File: src/hdl/prox_pkg.sv
package prox_pkg;
  localparam logic [6:0] dev_addr = 7'h39;
  localparam logic [7:0] reg_low = 8'h12;
  localparam logic [7:0] reg_high = 8'h13;
  localparam logic [7:0] reg_flags = 8'h18;
  localparam logic [7:0] reg_bg_ctrl = 8'h25;
  // Special-function byte that clears the event flag
  localparam logic [7:0] cmd_clear_event = 8'hE1;
  localparam int flag_event_bit = 3;
  localparam int flag_near_bit = 2;
  localparam int flag_bof_bit = 1;
  localparam int flag_valid_bit = 0;
  localparam int bg_set_lsb = 4;
  localparam logic [7:0] bg_ctrl_mask = 8'h30;
  localparam logic [7:0] reset_byte = 8'h00;
  localparam logic [3:0] persist_four = 4'h4;
  localparam logic [3:0] persist_eight = 4'h8;

  // One finished conversion from the sensing engine
  typedef struct packed {
    logic [15:0] result;
    logic background_overflow_flag;
    logic trip_high;
    logic trip_low;
  } conv_t;
endpackage : prox_pkg

File: src/hdl/proximity_status_readout.sv
`timescale 1ns/1ps
`default_nettype none
module proximity_status_readout (
  input wire logic clk,
  input wire logic resetn,
  input wire logic scl_in,
  input wire logic sda_in,
  output logic sda_out,
  output logic sda_oe,
  input wire logic conv_done,
  input wire prox_pkg::conv_t conv,
  input wire logic sense_enable,
  input wire logic irq_pin_enable,
  input wire logic [1:0] event_persistence,
  output logic [1:0] background_overflow_setting,
  output logic irq_out_n,
  output logic irq_out_oe
);
  typedef enum {st_idle, st_addr, st_addr_ack, st_wbyte, st_wack, st_rbyte, st_rack} st_t;

  logic [1:0] scl_s_r, sda_s_r;
  logic scl_d_r, sda_d_r;
  logic [1:0] scl_s_nxt, sda_s_nxt;
  always_comb begin
    scl_s_nxt = {scl_s_r[0], scl_in};
    sda_s_nxt = {sda_s_r[0], sda_in};
  end
  always_ff @(posedge clk) begin
    if (!resetn) begin
      scl_s_r <= 2'h3;
      sda_s_r <= 2'h3;
      scl_d_r <= 1'h1;
      sda_d_r <= 1'h1;
    end else begin
      scl_s_r <= scl_s_nxt;
      sda_s_r <= sda_s_nxt;
      scl_d_r <= scl_s_r[1];
      sda_d_r <= sda_s_r[1];
    end
  end
  wire logic scl = scl_s_r[1];
  wire logic sda = sda_s_r[1];
  wire logic scl_rise = scl & ~scl_d_r;
  wire logic scl_fall = ~scl & scl_d_r;
  wire logic start_c = scl & scl_d_r & ~sda & sda_d_r;
  wire logic stop_c = scl & scl_d_r & sda & ~sda_d_r;

  // Sensing-side state
  logic [15:0] result_r, result_nxt;
  logic [15:0] snap_r, snap_nxt;
  logic event_r, event_nxt, near_r, near_nxt, bof_r, bof_nxt, valid_r, valid_nxt;
  logic [3:0] trip_cnt_r, trip_cnt_nxt;
  logic [7:0] bg_ctrl_r, bg_ctrl_nxt;

  // Bus-side state
  st_t st_r, st_nxt;
  logic [7:0] shift_r, shift_nxt;
  logic [2:0] bit_r, bit_nxt;
  logic rw_r, rw_nxt;
  logic first_r, first_nxt;
  logic [7:0] ptr_r, ptr_nxt;
  logic sda_o_r, sda_o_nxt;
  logic snap_ok_r, snap_ok_nxt;
  logic full_r, full_nxt;

  logic clear_event, read_result;
  logic trip, trip_level;
  logic [3:0] need;
  logic [7:0] rd_byte;

  always_comb begin
    case (event_persistence)
      2'h2: need = prox_pkg::persist_four;
      2'h3: need = prox_pkg::persist_eight;
      default: need = 4'h1;
    endcase
    // Under overflow the zeroed result counts as below the low threshold
    trip_level = conv.background_overflow_flag ? 1'b1 : (conv.trip_high | conv.trip_low);
    trip = (event_persistence == 2'h0) | trip_level;
  end

  always_comb begin
    case (ptr_r)
      prox_pkg::reg_low: rd_byte = snap_ok_r ? snap_r[7:0] : result_r[7:0];
      prox_pkg::reg_high: rd_byte = snap_ok_r ? snap_r[15:8] : result_r[15:8];
      prox_pkg::reg_flags: begin
        rd_byte = 8'h00;
        rd_byte[prox_pkg::flag_event_bit] = event_r;
        rd_byte[prox_pkg::flag_near_bit] = near_r;
        rd_byte[prox_pkg::flag_bof_bit] = bof_r;
        rd_byte[prox_pkg::flag_valid_bit] = valid_r;
      end
      prox_pkg::reg_bg_ctrl: rd_byte = bg_ctrl_r;
      default: rd_byte = 8'h00;
    endcase
  end

  always_comb begin
    st_nxt = st_r;
    shift_nxt = shift_r;
    bit_nxt = bit_r;
    rw_nxt = rw_r;
    first_nxt = first_r;
    ptr_nxt = ptr_r;
    sda_o_nxt = sda_o_r;
    snap_nxt = snap_r;
    snap_ok_nxt = snap_ok_r;
    full_nxt = full_r;
    bg_ctrl_nxt = bg_ctrl_r;
    clear_event = 1'b0;
    read_result = 1'b0;
    if (start_c) begin
      st_nxt = st_addr;
      bit_nxt = 3'h7;
      full_nxt = 1'b0;
      sda_o_nxt = 1'b0;
      // A transaction freezes both result bytes together
      snap_nxt = result_r;
      snap_ok_nxt = 1'b1;
    end else if (stop_c) begin
      st_nxt = st_idle;
      sda_o_nxt = 1'b0;
      snap_ok_nxt = 1'b0;
    end else begin
      case (st_r)
        st_idle: sda_o_nxt = 1'b0;
        st_addr, st_wbyte: begin
          if (scl_rise) begin
            shift_nxt = {shift_r[6:0], sda};
            bit_nxt = bit_r - 3'h1;
            // The fall right after START must not be taken for a full byte
            full_nxt = (bit_r == 3'h0);
          end
          if (scl_fall && full_r) begin
            full_nxt = 1'b0;
            if (st_r == st_addr) begin
              if (shift_r[7:1] == prox_pkg::dev_addr) begin
                rw_nxt = shift_r[0];
                first_nxt = 1'b1;
                sda_o_nxt = 1'b1;
                st_nxt = st_addr_ack;
              end else begin
                st_nxt = st_idle;
              end
            end else begin
              sda_o_nxt = 1'b1;
              st_nxt = st_wack;
              if (first_r) begin
                first_nxt = 1'b0;
                if (shift_r == prox_pkg::cmd_clear_event) begin
                  clear_event = 1'b1;
                end else begin
                  ptr_nxt = shift_r;
                end
              end else begin
                if (ptr_r == prox_pkg::reg_bg_ctrl) begin
                  // Reserved bits are held at zero whatever is written
                  bg_ctrl_nxt = shift_r & prox_pkg::bg_ctrl_mask;
                end
                ptr_nxt = ptr_r + 8'h01;
              end
            end
          end
        end
        st_addr_ack, st_wack: begin
          if (scl_fall) begin
            bit_nxt = 3'h7;
            if (st_r == st_addr_ack && rw_r) begin
              st_nxt = st_rbyte;
              shift_nxt = rd_byte;
              sda_o_nxt = ~rd_byte[7];
              if (ptr_r == prox_pkg::reg_high || ptr_r == prox_pkg::reg_low) begin
                read_result = 1'b1;
              end
            end else begin
              st_nxt = st_wbyte;
              sda_o_nxt = 1'b0;
            end
          end
        end
        st_rbyte: begin
          if (scl_fall) begin
            if (bit_r == 3'h0) begin
              sda_o_nxt = 1'b0;
              st_nxt = st_rack;
              ptr_nxt = ptr_r + 8'h01;
            end else begin
              shift_nxt = {shift_r[6:0], 1'b0};
              sda_o_nxt = ~shift_r[6];
            end
            bit_nxt = bit_r - 3'h1;
          end
        end
        st_rack: begin
          if (scl_rise && sda) begin
            st_nxt = st_idle;
          end else if (scl_fall) begin
            st_nxt = st_rbyte;
            bit_nxt = 3'h7;
            shift_nxt = rd_byte;
            sda_o_nxt = ~rd_byte[7];
            if (ptr_r == prox_pkg::reg_high || ptr_r == prox_pkg::reg_low) begin
              read_result = 1'b1;
            end
          end
        end
        default: st_nxt = st_idle;
      endcase
    end
  end

  always_comb begin
    result_nxt = result_r;
    event_nxt = event_r;
    near_nxt = near_r;
    bof_nxt = bof_r;
    valid_nxt = valid_r;
    trip_cnt_nxt = trip_cnt_r;
    if (read_result || !sense_enable) begin
      valid_nxt = 1'b0;
    end
    if (clear_event) begin
      event_nxt = 1'b0;
    end
    if (conv_done && sense_enable) begin
      bof_nxt = conv.background_overflow_flag;
      result_nxt = conv.background_overflow_flag ? 16'h0000 : conv.result;
      valid_nxt = 1'b1;
      if (conv.background_overflow_flag || conv.trip_low) begin
        near_nxt = 1'b0;
      end else if (conv.trip_high) begin
        near_nxt = 1'b1;
      end
      if (trip) begin
        if (trip_cnt_r + 4'h1 >= need) begin
          event_nxt = 1'b1;
          trip_cnt_nxt = 4'h0;
        end else begin
          trip_cnt_nxt = trip_cnt_r + 4'h1;
        end
      end else begin
        trip_cnt_nxt = 4'h0;
      end
    end
  end

  always_ff @(posedge clk) begin
    if (!resetn) begin
      st_r <= st_idle;
      shift_r <= prox_pkg::reset_byte;
      bit_r <= 3'h7;
      rw_r <= 1'b0;
      first_r <= 1'b0;
      ptr_r <= prox_pkg::reset_byte;
      sda_o_r <= 1'b0;
      snap_r <= 16'h0000;
      snap_ok_r <= 1'b0;
      full_r <= 1'b0;
      bg_ctrl_r <= prox_pkg::reset_byte;
      result_r <= 16'h0000;
      event_r <= 1'b0;
      near_r <= 1'b0;
      bof_r <= 1'b0;
      valid_r <= 1'b0;
      trip_cnt_r <= 4'h0;
    end else begin
      st_r <= st_nxt;
      shift_r <= shift_nxt;
      bit_r <= bit_nxt;
      rw_r <= rw_nxt;
      first_r <= first_nxt;
      ptr_r <= ptr_nxt;
      sda_o_r <= sda_o_nxt;
      snap_r <= snap_nxt;
      snap_ok_r <= snap_ok_nxt;
      full_r <= full_nxt;
      bg_ctrl_r <= bg_ctrl_nxt;
      result_r <= result_nxt;
      event_r <= event_nxt;
      near_r <= near_nxt;
      bof_r <= bof_nxt;
      valid_r <= valid_nxt;
      trip_cnt_r <= trip_cnt_nxt;
    end
  end

  // Open drain: enable means pulling low
  always_comb begin
    sda_out = 1'b0;
    sda_oe = sda_o_r;
    irq_out_n = 1'b0;
    irq_out_oe = irq_pin_enable & event_r;
    background_overflow_setting = bg_ctrl_r[prox_pkg::bg_set_lsb +: 2];
  end
endmodule : proximity_status_readout
`default_nettype wire

File: config.mk
export PLATFORM = sky130hd
export DESIGN_NAME = proximity_status_readout
export DESIGN_NICKNAME = d
export VERILOG_FILES = /design/src/hdl/prox_pkg.sv /design/src/hdl/proximity_status_readout.sv
export SDC_FILE = /design/constraint.sdc
export NUM_CORES = 1
export LEC_CHECK = 0
export BUFFER_PORTS_ARGS = -buffer_cell sky130_fd_sc_hd__buf_2
export CAP_MARGIN = 20
export CORE_AREA = 3 3 117 107
export DETAILED_ROUTE_END_ITERATION = 10
export DIE_AREA = 0 0 120 110
export HOLD_SLACK_MARGIN = 0.05
export PLACE_DENSITY = 0.57
export SLEW_MARGIN = 5
export SYNTH_ARGS = -nofsm -noshare
export SYNTH_HDL_FRONTEND = slang
export SYNTH_SLANG_ARGS = --single-unit
File: constraint.sdc
create_clock -name clk -period 1.75 [get_ports clk]
set_input_delay 0.2625 -clock clk [delete_from_list [all_inputs] [get_ports clk]]
set_output_delay 0.2625 -clock clk [all_outputs]
set_load 0.01 [all_outputs]
Word level (Yosys, flattened, before mapping) --
Index checks and enable logic that the tools add are counted.
Operators by class: magnitude comparators 1, add/sub/neg operators 3, eq/ne operators 36, mux-type cells 78, bitwise operators 22, reductions and logical operators 33
Operator list (number):
- 2-to-1 mux 32 bit | 7
- one-hot mux 32 bit (5 select lines) | 1
- == test 32 x 3 -> 1 bit (second input constant) | 4
- 2-to-1 mux 8 bit | 15
- == test 32 x 2 -> 1 bit (second input constant) | 3
- one-hot mux 8 bit (4 select lines) | 2
- 2-to-1 mux 1 bit | 39
- == test 32 x 1 -> 1 bit (second input constant) | 1
- zero test 32 bit | 1
- == test 8 x 5 -> 1 bit (second input constant) | 3
- != test 2 bit (second input constant) | 10
- AND reduction 6 bit | 3
- 2-to-1 mux 16 bit | 1
- != test 4 bit (second input constant) | 4
- one-hot mux 8 bit (2 select lines) | 1
- 2-to-1 mux 3 bit | 5
- AND reduction 7 bit | 2
- != test 3 bit (second input constant) | 4
- NOT 1 bit | 12
- one-hot mux 3 bit (4 select lines) | 1
- AND reduction 10 bit | 1
- AND reduction 5 bit | 2
- nonzero test 2 bit | 5
- adder 8 x 1 -> 8 bit (second input constant) | 1
- other kinds (28) | 45
Storage, ports and cells: word-level logic and storage cells 195, flip-flop bits (word level) 104, input port bits 28, output and inout bits 6

Depth between registers and ports, before layout --
word-level depth 12, mapped depth 8, depth with buffers taken out 8

Worst setup path before layout --
Ideal clock, no wire load.
path kind register -> register, start reg bit_r[0], end reg st_r[1], setup time 0.070 ns, setup slack -0.031 ns, buffers on the path 0, required time 1.680 ns, arrival time 1.710 ns, clock period less this slack 1.781 ns, cell stages (with the launch flop) 8, cells stage by stage dfxtp_1 inv_1 ha_1 nor2b_1 o31ai_1 a2111o_1 or3_1 a21oi_1
Between the ends: word-level cells in the longest chain between the ends 3
RTL lines:
- from (decl) | line proximity_status_readout.sv:58 | logic [2:0] bit_r, bit_nxt;
- from (signal assigned) | line proximity_status_readout.sv:269 | bit_r <= bit_nxt;
- zero test 3 bit | line proximity_status_readout.sv:183 | if (bit_r == 3'h0) begin
- != test 2 bit (no source line)
- AND reduction 6 bit (no source line)
- to (signal assigned) | line proximity_status_readout.sv:249 | st_r <= st_idle;
- to (signal assigned) | line proximity_status_readout.sv:267 | st_r <= st_nxt;
- to (decl) | line proximity_status_readout.sv:56 | st_t st_r, st_nxt;
No other way between the ends. A chain may end at the register's enable or synchronous reset.

Worst setup path after layout --
Same ends and word-level chain as after synthesis.

==> results.sh <==
export IMPL_status="finished, violations left"
export IMPL_violations="negative setup slack"
export IMPL_top_usage_layer="met2"
export IMPL_tns_ns=-0.0411
export IMPL_grt_use_met1_pct=23.2
export IMPL_crit_fanout=5
export IMPL_ys_ff_latch=75
export IMPL_total_power_mw=4.06
export IMPL_grt_pass1_vias=3456
export IMPL_num_vias=3714
export IMPL_numCtsBuffers=9
export IMPL_drcViolationCount=0
export IMPL_p_comb_share_pct=6.3
export IMPL_power_frac_seq_pct=43.4
export IMPL_synth_mux_area_share_pct=5.18
export IMPL_ant_nets=0
export IMPL_critPathArrivalTime_ns=2.06
export IMPL_max_freq_mhz=558
export IMPL_grt_pass1_wl_um=17400
export IMPL_syn_inst=492
export IMPL_grt_max_degree=50
export IMPL_switching_share_pct=23.2
export IMPL_yosysSeqAreaShare_pct=37.9
export IMPL_overflow=0
export IMPL_grtUsageTotal_pct=16.4
export IMPL_synth_area_um2=3960
export IMPL_core_area_um2=11400
export IMPL_drive_gt1_share_pct=27.5
export IMPL_hold_violations=0
export IMPL_netSwitchingPower_mw=0.944
export IMPL_hpwl_um=7530
export IMPL_synth_top_area_share_pct=37.9
export IMPL_yosys_warnings=0
export IMPL_worst_path_stages=7
export IMPL_synth_area_leader_cell="dfxtp_1"
export IMPL_dp_slack_ns=-0.0784
export IMPL_fin_area_um2=5120
export IMPL_clk_pin_slew_ns=0.06
export IMPL_hold_depth=2
export IMPL_fin_crit_sh_pct=102
export IMPL_reg2reg_depth=7
export IMPL_cap_violations=0
export IMPL_synth_top_family_by_area="simple AND/OR/NAND/NOR gates"
export IMPL_utilization_pct=44.8
export IMPL_ys_types=63
export IMPL_placed_cell_area_um2=4620
export IMPL_avgSynthCellArea_um2=8.06
export IMPL_antennaDiodeCount=0
export IMPL_syn2layout_area_growth_pct=29.2
export IMPL_cp_top_family="compound AO/OA/AOI/OAI gates"
export IMPL_async_reset_ff_share_pct=0
export IMPL_met3_usage_pct=3.42
export IMPL_register_area_um2=1520
export IMPL_clock_latency_ns=0.34
export IMPL_crit_slowest_cell="a2111o_1"
export IMPL_antenna_found_initial=0
export IMPL_io_pins=34
export IMPL_synth_simple_gate_area_share_pct=27.1
export IMPL_pwr_share_clk_pct=50.3
export IMPL_finClkSkew_ns=0.00820
export IMPL_wire_per_inst_um=14.5
export IMPL_die_y_um=110
export IMPL_rsz0062_at_grt="yes"
export IMPL_end_kind="register"
export IMPL_port_buffers=31
export IMPL_critPathLaunchType="register"
export IMPL_nFillCells=1124
export IMPL_viasPerCell=5.11
export IMPL_slowest_delay_ns=0.45
export IMPL_initial_core_util_pct=34.7
export IMPL_drv_slew=0
export IMPL_firstDrtPassIters=5
export IMPL_grt_util_met2_pct=25.3
export IMPL_cts_tree="done"
export IMPL_synth_area_leaders="dfxtp_1 38%, a21oi_1 7.3%, nand2_1 6.5%"
export IMPL_multi_input_area_um2=2360
export IMPL_synthAdderAreaFrac_pct=3.16
export IMPL_synthXorXnorAreaFrac_pct=0.663
export IMPL_h_tree_depth=3
export IMPL_die_area_um2=13200
export IMPL_cp_num_buf_inv=1
export IMPL_synth_compound_area_share_pct=20.6
export IMPL_final_cell_mix="69 x nand2_1, 67 x dfxtp_1, 57 x buf_4"
export IMPL_p_per_area_nw_per_um2=794
export IMPL_hold_class="in2reg"
export IMPL_period_needed_ns=1.79
export IMPL_crit_type="reg2reg"
export IMPL_rows=37
export IMPL_p_leak_nw=1.90
export IMPL_die_x_um=120
export IMPL_setup_slack_ns=-0.0411
export IMPL_final_common_cell="nand2_1"
export IMPL_clk_path_buf_depth=2
export IMPL_clock_sinks=75
export IMPL_nets=604
export IMPL_p_int_mw=3.12
export IMPL_cts_root_buf="clkbuf_16"
export IMPL_drt_iter0_drc=231
export IMPL_synth_edff_count=0
export IMPL_finalSetupViolCount=1
export IMPL_ir_drop_mv=0.415
export IMPL_worstPathRequired_ns=2.02
export IMPL_ys_flop_type="dfxtp_1"
export IMPL_gp_congestion=0.842
export IMPL_crit_chain="inv_2 -> ha_4 -> nor2b_4 -> o31ai_2 -> a2111o_1 -> or3_1 -> a21oi_2"
export IMPL_routed_wirelength_um=10500
[repair_timing]
action                     4_1_cts  5_1_grt
hold buffers                     0        0
pin swaps                        3        7
buffers inserted                 1        6
resized for setup                7       32
setup endpoints to repair        6       25
[stage by stage]
stage / instances / hold WS (ns)
floorplan: 493 / 0.364
global placement: 704 / 0.393
detailed placement: 704 / 0.403
CTS: 721 / 0.101
global route: 727 / 0.113
finish: 727 / 0.107
[final cells by class]
class	count	share of cell area [%]
flip-flops and latches	75	29.6
well taps	156	3.81
clock inverters	6	1.88
repair buffers	94	13.2
multi-input cells	373	46.0
clock buffers	10	4.47
inverters	13	0.953
[cell families after synthesis]
family	after synthesis
AOI/OAI and AO/OA	132
and+or+nand+nor	206
buffers and inverters	45
other	1
xor gates and xnor gates	3
adders and majority gates	10
muxes	20
DFF	75
[cell usage after synthesis, types with 3 or more instances]
library cell	number
nand2b_1	12
o311a_1	3
nand3_1	18
or2_2	3
ha_1	10
nor3b_1	18
o22ai_1	13
a21o_1	6
buf_2	9
nor2_1	34
nand4_1	5
buf_4	4
nand2_1	69
and2_1	8
inv_1	12
o31ai_1	3
or3_1	3
dfxtp_1	75
nor3_1	10
mux2_2	4
nor2b_1	5
a21oi_1	58
o21ai_0	21
a211oi_1	3
clkbuf_1	15
mux2i_1	16
a31oi_1	6
[worst paths after layout]
path	startpoint	end	slack [ns]
setup / recovery	bit_r[0]	st_r[1]	-0.04
hold reg to reg	sda_s_r[0]	sda_s_r[1]	0.41
hold / removal	sda_in	sda_s_r[0]	0.11
setup reg to reg	bit_r[0]	st_r[1]	-0.04
[layer usage]
metal / routed length [um] / vias up / part of all wire (%)
li1: - / 1894 / -
met1: 5150 / 1713 / 49
met2: 4670 / 94 / 44
met3: 566 / 13 / 5.4
met4: 136 / 0 / 1.3
met5: 0 / - / 0
[registers in the layout (all words and copies together) (netlist names), 2 cells and up]
register	count
result_r	16
snap_r	16
ptr_r	8
shift_r	8
trip_cnt_r	4
bit_r	3
st_r	3
bg_ctrl_r	2
scl_s_r	2
sda_s_r	2
[power by group through the flow]
| stage | Clock (mW) | Sequential (mW) | Combinational [mW] |
|---|---|---|---|
| 5_1_grt | 2.16 | 1.77 | 0.291 |
| 2_1_floorplan | 0 | 1.79 | 0.162 |
| 3_3_place_gp | 0 | 1.80 | 0.246 |
| 3_5_place_dp | 0 | 1.80 | 0.250 |
| 6_report | 2.04 | 1.76 | 0.258 |
| 4_1_cts | 2.08 | 1.76 | 0.253 |
No activity file was read; power rests on OpenSTA's default activity.
